`src/pkg/fspwm_map.svh`:
```
// Register map, field positions, reset values and timing counts
//****************************************************************
// Overview of operation
// RL1: Reset drives both fan outputs low, enabled.
// RL2: Override bit forces output continuously high.
// RL3: Duty zero without override keeps output low.
// RL4: Duty 63 gives 63/64 high, 1/64 low.
// RL5: High fraction equals duty level over 64.
// RL6: Fan register: override 0, duty 6:1, select 7.
// RL7: Source and select pick the base frequency.
// RL8: Multiplier bit doubles the selected frequency.
// RL9: Shared register multipliers sit at bits 2, 3.
// RL10: Shared register source selects at bits 0, 1.
// RL11: Shared register tachometer divisors, bits 5:4, 7:6.
// RL12: Period is 64 slots at 64x output rate.
// RL13: New duty and frequency settings take effect at period boundary; the override bit is applied on the next clock.
//****************************************************************
`ifndef FSPWM_MAP_SVH
`define FSPWM_MAP_SVH

// Register indices; byte address is four times the index
`define FSPWM_IDX_FAN_A       12'h056
`define FSPWM_IDX_FAN_B       12'h057
`define FSPWM_IDX_CTRL        12'h058
`define FSPWM_IDX_STATUS      12'h059
`define FSPWM_ADDR_FAN_A      (`FSPWM_IDX_FAN_A * 12'h004)
`define FSPWM_ADDR_FAN_B      (`FSPWM_IDX_FAN_B * 12'h004)
`define FSPWM_ADDR_CTRL       (`FSPWM_IDX_CTRL * 12'h004)
`define FSPWM_ADDR_STATUS     (`FSPWM_IDX_STATUS * 12'h004)

// Fan drive register fields
`define FSPWM_OVR_BIT         0
`define FSPWM_DUTY_LSB        1
`define FSPWM_DUTY_MSB        6
`define FSPWM_FSEL_BIT        7
`define FSPWM_FAN_RESET       8'h00

// Shared control register fields, fan a then fan b
`define FSPWM_SRC_A_BIT       0
`define FSPWM_SRC_B_BIT       1
`define FSPWM_MUL_A_BIT       2
`define FSPWM_MUL_B_BIT       3
`define FSPWM_TDIV_A_LSB      4
`define FSPWM_TDIV_B_LSB      6
// Tachometer divisor defaults to divide by 2 (code 01) on both fans
`define FSPWM_CTRL_RESET      8'h50

// Timing: clock and output frequencies in millihertz
`define FSPWM_CLK_MHZ         64'd50000000000
`define FSPWM_F_SRC0_SEL0_MHZ 64'd15625000
`define FSPWM_F_SRC0_SEL1_MHZ 64'd23438000
`define FSPWM_F_SRC1_SEL0_MHZ 64'd40000
`define FSPWM_F_SRC1_SEL1_MHZ 64'd60000
`define FSPWM_SLOTS           64'd64
`define FSPWM_DIV(f, m)  (`FSPWM_CLK_MHZ / (`FSPWM_SLOTS * (f) * (m)))

`endif

```
`src/pkg/fspwm_pkg.sv`:
```
// Types shared by the fan speed modulator
package fspwm_pkg;

    typedef struct packed {
        logic        psel;
        logic        penable;
        logic        pwrite;
        logic [11:0] paddr;
        logic [31:0] pwdata;
    } fspwm_apb_req_type;

    typedef struct packed {
        logic [19:0] presc;
        logic [5:0]  slot;
        logic [5:0]  duty;
        logic [19:0] div;
        logic        tick;
        logic        out;
    } fspwm_chan_type;

    typedef struct packed {
        logic [1:0][7:0]       drive;
        logic [7:0]            ctrl;
        logic [31:0]           rdata;
        fspwm_chan_type [1:0]  chan;
    } fspwm_state_type;

endpackage : fspwm_pkg

```
`src/design/fspwm_top.sv`:
```
// Two-channel fan speed pulse width modulator with APB registers
`include "fspwm_map.svh"

module fspwm_top
    import fspwm_pkg::*;
#(
    parameter logic [19:0] SLOW_SEL0_DIV =
        20'(`FSPWM_DIV(`FSPWM_F_SRC1_SEL0_MHZ, 64'd1)),
    parameter logic [19:0] SLOW_SEL1_DIV =
        20'(`FSPWM_DIV(`FSPWM_F_SRC1_SEL1_MHZ, 64'd1)),
    parameter logic [19:0] SLOW_SEL0_DIV_X2 =
        20'(`FSPWM_DIV(`FSPWM_F_SRC1_SEL0_MHZ, 64'd2)),
    parameter logic [19:0] SLOW_SEL1_DIV_X2 =
        20'(`FSPWM_DIV(`FSPWM_F_SRC1_SEL1_MHZ, 64'd2))
) (
    input  wire logic        CORE_CLK,
    input  wire logic        SYS_RST,
    input  wire logic        PSEL,
    input  wire logic        PENABLE,
    input  wire logic        PWRITE,
    input  wire logic [11:0] PADDR,
    input  wire logic [31:0] PWDATA,
    output logic      [31:0] PRDATA,
    output logic             PREADY,
    output logic             PSLVERR,
    output logic             FAN_SPEED_OUT_A,
    output logic             FAN_SPEED_OUT_A_OE,
    output logic             FAN_SPEED_OUT_B,
    output logic             FAN_SPEED_OUT_B_OE
);

    //************************************************************
    // Frequency dividers
    //************************************************************
    // Fast rates are short enough to stay fixed; the slow ones are
    // parameters so that a simulation can shorten them.
    localparam logic [19:0] FAST_SEL0_DIV =
        20'(`FSPWM_DIV(`FSPWM_F_SRC0_SEL0_MHZ, 64'd1));
    localparam logic [19:0] FAST_SEL1_DIV =
        20'(`FSPWM_DIV(`FSPWM_F_SRC0_SEL1_MHZ, 64'd1));
    localparam logic [19:0] FAST_SEL0_DIV_X2 =
        20'(`FSPWM_DIV(`FSPWM_F_SRC0_SEL0_MHZ, 64'd2));
    localparam logic [19:0] FAST_SEL1_DIV_X2 =
        20'(`FSPWM_DIV(`FSPWM_F_SRC0_SEL1_MHZ, 64'd2));

    function automatic logic [19:0] pick_div(
        input logic src,
        input logic fsel,
        input logic mul
    );
        logic [19:0] d;
        d = FAST_SEL0_DIV;
        case ({src, fsel, mul})                                // RL7
            3'h0:    d = FAST_SEL0_DIV;
            3'h1:    d = FAST_SEL0_DIV_X2;                     // RL8
            3'h2:    d = FAST_SEL1_DIV;
            3'h3:    d = FAST_SEL1_DIV_X2;                     // RL8
            3'h4:    d = SLOW_SEL0_DIV;
            3'h5:    d = SLOW_SEL0_DIV_X2;                     // RL8
            3'h6:    d = SLOW_SEL1_DIV;
            3'h7:    d = SLOW_SEL1_DIV_X2;                     // RL8
            default: d = FAST_SEL0_DIV;
        endcase
        return d;
    endfunction

    //************************************************************
    // State
    //************************************************************
    fspwm_apb_req_type req;
    fspwm_state_type   s_reg;
    fspwm_state_type   s_next;
    logic              hit_fan_a;
    logic              hit_fan_b;
    logic              hit_ctrl;
    logic              hit_status;
    logic              mapped;
    logic [1:0]        src_sel;
    logic [1:0]        mul_sel;

    assign req = '{psel: PSEL, penable: PENABLE, pwrite: PWRITE,
                   paddr: PADDR, pwdata: PWDATA};

    assign hit_fan_a  = (req.paddr == `FSPWM_ADDR_FAN_A);
    assign hit_fan_b  = (req.paddr == `FSPWM_ADDR_FAN_B);
    assign hit_ctrl   = (req.paddr == `FSPWM_ADDR_CTRL);
    assign hit_status = (req.paddr == `FSPWM_ADDR_STATUS);
    assign mapped     = hit_fan_a | hit_fan_b | hit_ctrl | hit_status;

    assign src_sel = {s_reg.ctrl[`FSPWM_SRC_B_BIT],
                      s_reg.ctrl[`FSPWM_SRC_A_BIT]};          // RL10
    assign mul_sel = {s_reg.ctrl[`FSPWM_MUL_B_BIT],
                      s_reg.ctrl[`FSPWM_MUL_A_BIT]};          // RL9

    //************************************************************
    // Next state
    //************************************************************
    always_comb begin
        logic [19:0] new_div;
        logic        ovr;
        new_div = '0;
        ovr     = 1'b0;
        s_next  = s_reg;

        // Register bus: read data is taken in the setup cycle so that
        // it comes from a flip-flop during the access cycle.
        if (req.psel && !req.penable) begin
            s_next.rdata = '0;
            if (hit_fan_a) begin
                s_next.rdata[7:0] = s_reg.drive[0];
            end else if (hit_fan_b) begin
                s_next.rdata[7:0] = s_reg.drive[1];
            end else if (hit_ctrl) begin
                s_next.rdata[7:0] = s_reg.ctrl;                // RL11
            end else if (hit_status) begin
                s_next.rdata[1:0] = {s_reg.chan[1].out,
                                     s_reg.chan[0].out};
            end
        end
        if (req.psel && req.penable && req.pwrite) begin
            if (hit_fan_a) begin
                s_next.drive[0] = req.pwdata[7:0];             // RL6
            end else if (hit_fan_b) begin
                s_next.drive[1] = req.pwdata[7:0];             // RL6
            end else if (hit_ctrl) begin
                s_next.ctrl = req.pwdata[7:0];         // RL9 RL10 RL11
            end
        end

        // Per-fan slot timer and output
        for (int i = 0; i < 2; i++) begin
            ovr = s_reg.drive[i][`FSPWM_OVR_BIT];
            new_div = pick_div(src_sel[i],
                               s_reg.drive[i][`FSPWM_FSEL_BIT],
                               mul_sel[i]);
            s_next.chan[i].tick = 1'b0;
            if (s_reg.chan[i].presc >= s_reg.chan[i].div - 20'h00001) begin
                s_next.chan[i].presc = '0;                     // RL12
                s_next.chan[i].tick  = 1'b1;
                s_next.chan[i].slot  = s_reg.chan[i].slot + 6'h01;
                // Duty and divider load only as a period ends, so a write to
                // them never cuts a pulse short.
                if (s_reg.chan[i].slot == 6'h3F) begin         // RL13
                    s_next.chan[i].duty =
                        s_reg.drive[i][`FSPWM_DUTY_MSB:`FSPWM_DUTY_LSB];
                    s_next.chan[i].div = new_div;
                end
            end else begin
                s_next.chan[i].presc = s_reg.chan[i].presc + 20'h00001;
            end
            // Slots below duty are high; duty 0 never high, 63 misses one
            if (ovr) begin
                s_next.chan[i].out = 1'b1;                     // RL2
            end else begin
                s_next.chan[i].out =                   // RL3 RL4 RL5
                    (s_next.chan[i].slot < s_next.chan[i].duty);
            end
        end
    end

    //************************************************************
    // Registers
    //************************************************************
    always_ff @(posedge CORE_CLK) begin
        if (SYS_RST) begin
            s_reg          <= '0;                              // RL1
            s_reg.drive[0] <= `FSPWM_FAN_RESET;
            s_reg.drive[1] <= `FSPWM_FAN_RESET;
            s_reg.ctrl     <= `FSPWM_CTRL_RESET;
            s_reg.chan[0].div <= FAST_SEL0_DIV;
            s_reg.chan[1].div <= FAST_SEL0_DIV;
        end else begin
            s_reg <= s_next;
        end
    end

    //************************************************************
    // Outputs
    //************************************************************
    assign PRDATA             = s_reg.rdata;
    assign PREADY             = PSEL & PENABLE;
    assign PSLVERR            = PSEL & PENABLE & ~mapped;
    assign FAN_SPEED_OUT_A    = s_reg.chan[0].out;             // RL1
    assign FAN_SPEED_OUT_B    = s_reg.chan[1].out;             // RL1
    // Pins are always outputs in this function
    assign FAN_SPEED_OUT_A_OE = 1'b1;                          // RL1
    assign FAN_SPEED_OUT_B_OE = 1'b1;                          // RL1

    //************************************************************
    // Assertions
    //************************************************************
    property p_reset_low;
        @(posedge CORE_CLK)
        SYS_RST |=> !FAN_SPEED_OUT_A && !FAN_SPEED_OUT_B;
    endproperty
    a_reset_low: assert property (p_reset_low)                 // RL1
        else $error("fan outputs not low after reset");

    property p_override_high;
        @(posedge CORE_CLK) disable iff (SYS_RST)
        s_reg.drive[0][`FSPWM_OVR_BIT] [*2] |-> FAN_SPEED_OUT_A;
    endproperty
    a_override_high: assert property (p_override_high)         // RL2
        else $error("override set but fan a output low");

    property p_zero_duty_low;
        @(posedge CORE_CLK) disable iff (SYS_RST)
        (s_reg.chan[1].duty == 6'h00)
            && !$past(s_reg.drive[1][`FSPWM_OVR_BIT])
            |-> !FAN_SPEED_OUT_B;
    endproperty
    a_zero_duty_low: assert property (p_zero_duty_low)         // RL3
        else $error("fan b pulses with zero duty");

    property p_max_duty_last_slot;
        @(posedge CORE_CLK) disable iff (SYS_RST)
        (s_reg.chan[0].duty == 6'h3F) && (s_reg.chan[0].slot == 6'h3F)
            && !$past(s_reg.drive[0][`FSPWM_OVR_BIT])
            |-> !FAN_SPEED_OUT_A;
    endproperty
    a_max_duty_last_slot: assert property (p_max_duty_last_slot) // RL4
        else $error("fan a high in last slot at full duty");

    property p_first_slot_high;
        @(posedge CORE_CLK) disable iff (SYS_RST)
        (s_reg.chan[0].duty != 6'h00) && (s_reg.chan[0].slot == 6'h00)
            |-> FAN_SPEED_OUT_A;
    endproperty
    a_first_slot_high: assert property (p_first_slot_high)     // RL5
        else $error("fan a low in first slot with nonzero duty");

    property p_write_fan_a;
        @(posedge CORE_CLK) disable iff (SYS_RST)
        PSEL && PENABLE && PWRITE && hit_fan_a
            |=> s_reg.drive[0] == $past(PWDATA[7:0]);
    endproperty
    a_write_fan_a: assert property (p_write_fan_a)             // RL6
        else $error("fan a register write lost");

    property p_fast_tick_spacing;
        @(posedge CORE_CLK) disable iff (SYS_RST)
        s_reg.chan[0].tick && (s_reg.chan[0].div == FAST_SEL0_DIV)
            |=> !s_reg.chan[0].tick [*8];
    endproperty
    a_fast_tick_spacing: assert property (p_fast_tick_spacing) // RL7
        else $error("fan a slot ticks too close");

    property p_ctrl_read;
        @(posedge CORE_CLK) disable iff (SYS_RST)
        PSEL && !PENABLE && hit_ctrl
            |=> PRDATA == {24'h000000, $past(s_reg.ctrl)};
    endproperty
    a_ctrl_read: assert property (p_ctrl_read)            // RL9 RL10
        else $error("shared control read mismatch");

    property p_slot_on_tick;
        @(posedge CORE_CLK) disable iff (SYS_RST)
        (s_reg.chan[1].slot != $past(s_reg.chan[1].slot))
            |-> s_reg.chan[1].tick;
    endproperty
    a_slot_on_tick: assert property (p_slot_on_tick)           // RL12
        else $error("fan b slot moved without tick");

    property p_load_at_boundary;
        @(posedge CORE_CLK) disable iff (SYS_RST)
        (s_reg.chan[0].duty != $past(s_reg.chan[0].duty))
            |-> s_reg.chan[0].tick && (s_reg.chan[0].slot == 6'h00);
    endproperty
    a_load_at_boundary: assert property (p_load_at_boundary)   // RL13
        else $error("fan a duty changed inside a period");

endmodule // fspwm_top

```
`config.mk`:
```
export PLATFORM = sky130hd
export DESIGN_NAME = fspwm_top
export DESIGN_NICKNAME = d
export VERILOG_FILES = /design/src/pkg/fspwm_pkg.sv /design/src/design/fspwm_top.sv
export VERILOG_INCLUDE_DIRS = /design/src /design/src/pkg
export SDC_FILE = /design/constraint.sdc
export NUM_CORES = 1
export LEC_CHECK = 0
export ABC_AREA = 0
export BUFFER_PORTS_ARGS = -buffer_cell sky130_fd_sc_hd__buf_4
export CAP_MARGIN = 20
export CORE_AREA = 2 2 120 122
export CTS_CLUSTER_SIZE = 40
export DETAILED_ROUTE_END_ITERATION = 10
export DIE_AREA = 0 0 122 124
export PLACE_DENSITY = 0.75
export REMOVE_ABC_BUFFERS = 1
export SYNTH_ARGS = -nofsm -noshare
export SYNTH_HDL_FRONTEND = slang
export SYNTH_SLANG_ARGS = --single-unit
export TNS_END_PERCENT = 20
```
`constraint.sdc`:
```
create_clock -name CORE_CLK -period 4.6 [get_ports CORE_CLK]
set_clock_uncertainty 0.1 [all_clocks]
set_input_delay 0.69 -clock CORE_CLK [delete_from_list [all_inputs] [get_ports CORE_CLK]]
set_output_delay 0.69 -clock CORE_CLK [all_outputs]
set_load 0.01 [all_outputs]
```
After elaboration in Yosys (flattened, before gate mapping)

Memories as Yosys holds them, arrays and structs flattened.
Index checks and enable logic that the tools add are counted.

$add $sub $neg: 6
Multipliers: 0
Div/mod/pow operators: 0
$lt $le $gt $ge: 4
Eq/ne operators: 6
Shifts and indexed selects: 0
Multiplexer cells: 11
Bitwise operators: 8
Reduce and logical (&&, ||, !) cells: 11

Operators by type and width:

| cell                                                                 | count |
|---|---|
| 33-bit two-way mux                                                   | 2 |
| 26-bit two-way mux                                                   | 2 |
| 12-bit by 9-bit == test with 1-bit output, second input constant     | 4 |
| 20-bit by 1-bit adder with 20-bit output, second input constant      | 2 |
| 20-bit greater-or-equal comparator                                   | 2 |
| 20-bit by 1-bit subtractor with 20-bit output, second input constant | 2 |
| 8-bit two-way mux                                                    | 2 |
| 6-bit by 1-bit adder with 6-bit output, second input constant        | 2 |
| 6-bit == test, second input constant                                 | 2 |
| 6-bit less-than comparator                                           | 2 |
| 6-bit two-way mux                                                    | 1 |
| 2-bit AND reduction                                                  | 3 |
| 2-bit two-way mux                                                    | 2 |
| 4-bit AND reduction                                                  | 1 |
| 2-bit OR reduction                                                   | 2 |
| 1-bit logical AND                                                    | 3 |
| 1-bit NOT                                                            | 3 |
| 1-bit bitwise OR                                                     | 3 |
| 3-bit AND reduction                                                  | 1 |
| 1-bit AND                                                            | 2 |
| 1-bit two-way mux                                                    | 2 |
| 1-bit zero test                                                      | 1 |

Register bits after elaboration: 138
Latch bits: 0
Memory bits (writable): 0
Bits in read-only memories: 240
Input bits: 49
Output and inout port bits: 38
Logic and storage cells: 62
Memories: 2

Memories:

| memory           | words | bits a word | rd ports | clocked after memory_dff | wr ports | line            | source |
|---|---|---|---|---|---|---|---|
| (name not given) | 8     | 15          | 1        | 0                        | 0        | fspwm_top.sv:53 | `case ({src, fsel, mul})` |
| (name not given) | 8     | 15          | 1        | 0                        | 0        | fspwm_top.sv:53 |  |

Longest topological paths before layout

Word-level depth: 6
Gate-level depth with buffers: 21
Depth with buffers taken out: 20

Least setup slack after synthesis

No wires, ideal clock.

Path kind: reg-to-reg
From: register s_reg[58] (netlist bit)
To: register s_reg (netlist bit FAN_SPEED_OUT_B)
Library setup time: 0.081 ns
Arrival: 4.002 ns
Required time: 4.419 ns
Slack: 0.417 ns
Cell stages (with the launch flop): 19
Clock period less this slack: 4.183 ns
Cell sequence: dfxtp_1 nor4_1 nand2_1 or4_1 or4_1 ha_1 nand4_1 nor3_1 nand3_1 o2111ai_2 buf_2 nand3_1 and2_1 ha_1 a21o_1 a21o_1 a21oi_1 o21ai_0 a41oi_1

Word-level cells in the longest chain between the ends: 5

Ends and longest elaborated chain:

| what                                          | line             | source |
|---|---|---|
| start, declared                               | fspwm_top.sv:71  | `fspwm_state_type s_reg;` |
| start signal, assigned                        | fspwm_top.sv:173 | `s_reg <= s_next;` |
| 20-bit by 1-bit subtractor with 20-bit output | fspwm_top.sv:137 | `if (s_reg.chan[i].presc >= s_reg.chan[i].div - 20'h00001) begin` |
| 20-bit greater-or-equal comparator            | fspwm_top.sv:137 |  |
| 33-bit two-way mux                            | fspwm_top.sv:137 |  |
| 6-bit less-than comparator                    | fspwm_top.sv:156 | `(s_next.chan[i].slot < s_next.chan[i].duty);` |
| 1-bit two-way mux                             | fspwm_top.sv:152 | `if (ovr) begin` |

Every way passes these cells.
A chain may end at the register's enable or synchronous reset.

==> qor.yml <==
worst_setup_path:
  crit_path_cell_trace: "or4_4 > nor3_4 > nand2_2 > or2_4 > nand2b_4 > and2_4 > ha_4 > nand2_2 > nor3_4 > nand4_1 > o211a_4 > buf_4 > or3_4 > nand2_1 > ha_4 > a21o_1 > a21oi_2 > o21ai_1 > a41oi_1"
  regToRegSetupSlack_ps: 140
  critical_path.top_delay_family: "simple AND/OR/NAND/NOR gates"
  path_max_fanout: 8
  cp-start-kind: "flip-flop"
  worst_setup_path_end_kind: "flip-flop"
  cp.required_ps: 4840
  worstSetupPathType: "reg2reg"
  crit_buf_inv: 1
  slowest_delay_ps: 560
  crit_path_top_delay_cell: "or4_4"
  crit_arrival_ps: 4700
global_routing:
  grt_max_degree: 39
  grt_pass1_wl_um: 25560
  antenna_found_initial: 0
  overflow: 0
  grt_pass1_vias: 5666
  grt_util_all_layers_pct: 21.02
die:
  die_y_um: 124
  start_util_pct: 54.78
  die-area_um2: 15130
  num_rows: 43
  core-area_um2: 13720
  die_w_um: 122
  io_pins: 87
final_layout:
  final_net_count: 1029
  drive_above_1_share_pct: 14.79
  syn2layout_area_growth_pct: 14.53
  final_cell_mix: "dfxtp_1 (125), nor2_1 (104), buf_4 (62)"
  insertedDiodeCount: 0
  fin_util_pct: 62.75
  stdcell_area_um2: 8608
  largest_register_ffs: 114
  final_common_cell: "dfxtp_1"
clock_network:
  clk_latency_ps: 420
  clockRootBuffer: "clkbuf_16"
  h-tree-depth: 4
  cts_buffers: 17
  cts_tree: "yes"
  clk_path_buf_depth: 2
  holdBufCountCts: 0
  clock-sinks: 126
  clkTransAtPathRegs_ps: 60
yosys:
  yosys_warnings: 0
  yosysSeqAreaShare_pct: 33.56
  syn_area_um2: 7516
  synth-edff-count: 0
  avgSynthCellArea_um2: 8.502
  synthFlopType: "dfxtp_1"
  synth_cell_types: 61
  ys_ff_latch: 126
  async_flop_share_pct: 0
  netlist_instances: 884
drt:
  vias_per_cell: 5.597
  drtAntennaViolNets: 0
  drc: 0
  routed_wl_um: 15580
  first_pass_iters: 5
  wl_per_cell_um: 14.09
  drtIter0Drc: 246
  vias: 6190
timing:
  finalMaxSlewViolations: 0
  min_period_ps: 4463
  fin_crit_sh_pct: 97.03
  rsz0062_at_grt: "true"
  setup_viol: 0
  hold_viol: 0
  max_slew_margin_pct: 48.66
  worst_pin_slew_ps: 770.0
  worst_hold_slack_ps: 355.6
  max_freq_mhz: 224.0
  layout_setup_ws_ps: 136.6
pwr:
  ir_drop_uv: 231.5
  leakage_nw: 3.560
  power_per_cell_area_nw_per_um2: 296.5
  total_power_w: 0.002552
placed_design:
  place_ws_ps: 79.32
  port_buffers: 36
  place_area_um2: 7830
  place.gp.congestion: 0.8430
  post-dp-hpwl_um: 10780
status:
  status: "completed"
min_path:
  min_path_type: "reg2reg"
flow_run:
  maxCapViolCount: 0
==> final timing paths <==
kind / startpoint / end / cells past startpoint
max reg2reg: s_reg[6]$_SDFFE_PP1P_ / FAN_SPEED_OUT_A$_SDFF_PP0_ / 19
max: s_reg[6]$_SDFFE_PP1P_ / FAN_SPEED_OUT_A$_SDFF_PP0_ / 19
min reg2reg: PRDATA[1]$_SDFFE_PP0P_ / PRDATA[1]$_SDFFE_PP0P_ / 2
min: PRDATA[1]$_SDFFE_PP0P_ / PRDATA[1]$_SDFFE_PP0P_ / 2
==> report_power, final <==
| group | switching [W] | leakage, nW | internal [W] |
|---|---|---|---|
| logic | 0.0000607 | 2.26 | 0.0000380 |
| registers | 0.00000885 | 1.02 | 0.00110 |
| clock network | 0.000495 | 0.284 | 0.000851 |
| total | 0.000564 | 3.56 | 0.00199 |
==> metal layers <==
layer	track usage (%)	part of all wire, %	wire length (µm)
met1	26.37	46	7230
met2	35.30	48	7423
met3	5.266	4.4	682
met4	7.184	1.6	246
met5	0	0	0
==> repair_timing <==
item	CTS	global route
resized for setup	0	31
endpoints found under the setup margin	0	2
endpoints found under the hold margin	0	0
setup buffers	0	5
==> metrics by stage <==
| step | cells | setup TNS, ps |
|---|---|---|
| 3_5_place_dp | 1070 | 0 |
| 6_report | 1106 | 0 |
| 2_1_floorplan | 831 | 0 |
| 4_1_cts | 1101 | 0 |
| 5_1_grt | 1106 | -110.1 |
| 3_3_place_gp | 1070 | 0 |
==> cells by family (layout without fill, tap and decap cells) <==
logic type               count (synthesis)  in the layout  share of synthesized area [%]
buffers and inverters                   94            112                          6.925
AO/OA/AOI/OAI                          155            155                          12.87
XOR/XNOR                                70             70                          8.157
other                                    2             26                        0.09992
multiplexers                            29             29                          3.995
AND/OR/NAND/NOR                        342            342                          23.41
adder cells (fa/ha/maj)                 66             66                          10.99
flip-flops                             126            126                          33.56
==> final cells by class <==
type,instances,area (µm²)
Timing Repair Buffer,64,496.7
Inverter,17,63.81
Multi-Input combinational cell,688,4705
Sequential cell,126,2524
Clock inverter,9,110.1
Tap cell,180,225.2
Fill cell,1147,5111
Clock buffer,22,484.2
==> cell usage after synthesis (all sizes together), types with 3 or more instances <==
cell type	count	share of area (%)
o31ai	4	0.40
nand2	55	2.8
xor2	33	3.8
a221oi	10	1.2
clkbuf	26	1.3
a311oi	4	0.47
o21ai	46	3.1
ha	66	11
nand3	49	3.4
and3	13	1.1
nor4	5	0.62
mux2	8	1.2
or3	4	0.33
nand2b	7	0.68
buf	51	4.8
nor2	106	5.3
and4	4	0.47
nor3	19	1.4
or4	9	0.95
mux2i	21	2.8
xnor2	37	4.3
a211oi	3	0.30
a211o	3	0.35
and2	15	1.2
nor2b	18	1.5
nand4	27	2.2
a21oi	58	3.9
a41oi	3	0.35
nand3b	3	0.30
a22o	7	0.82
a21o	8	0.80
inv	17	0.85
dfxtp	126	34
==> worst min-delay path: stages (launching register included) <==
cell     delay, ps
dfxtp_1        300
nand2_1         50
a21oi_1         50
Note: power is estimated with default switching activity, not from simulation.
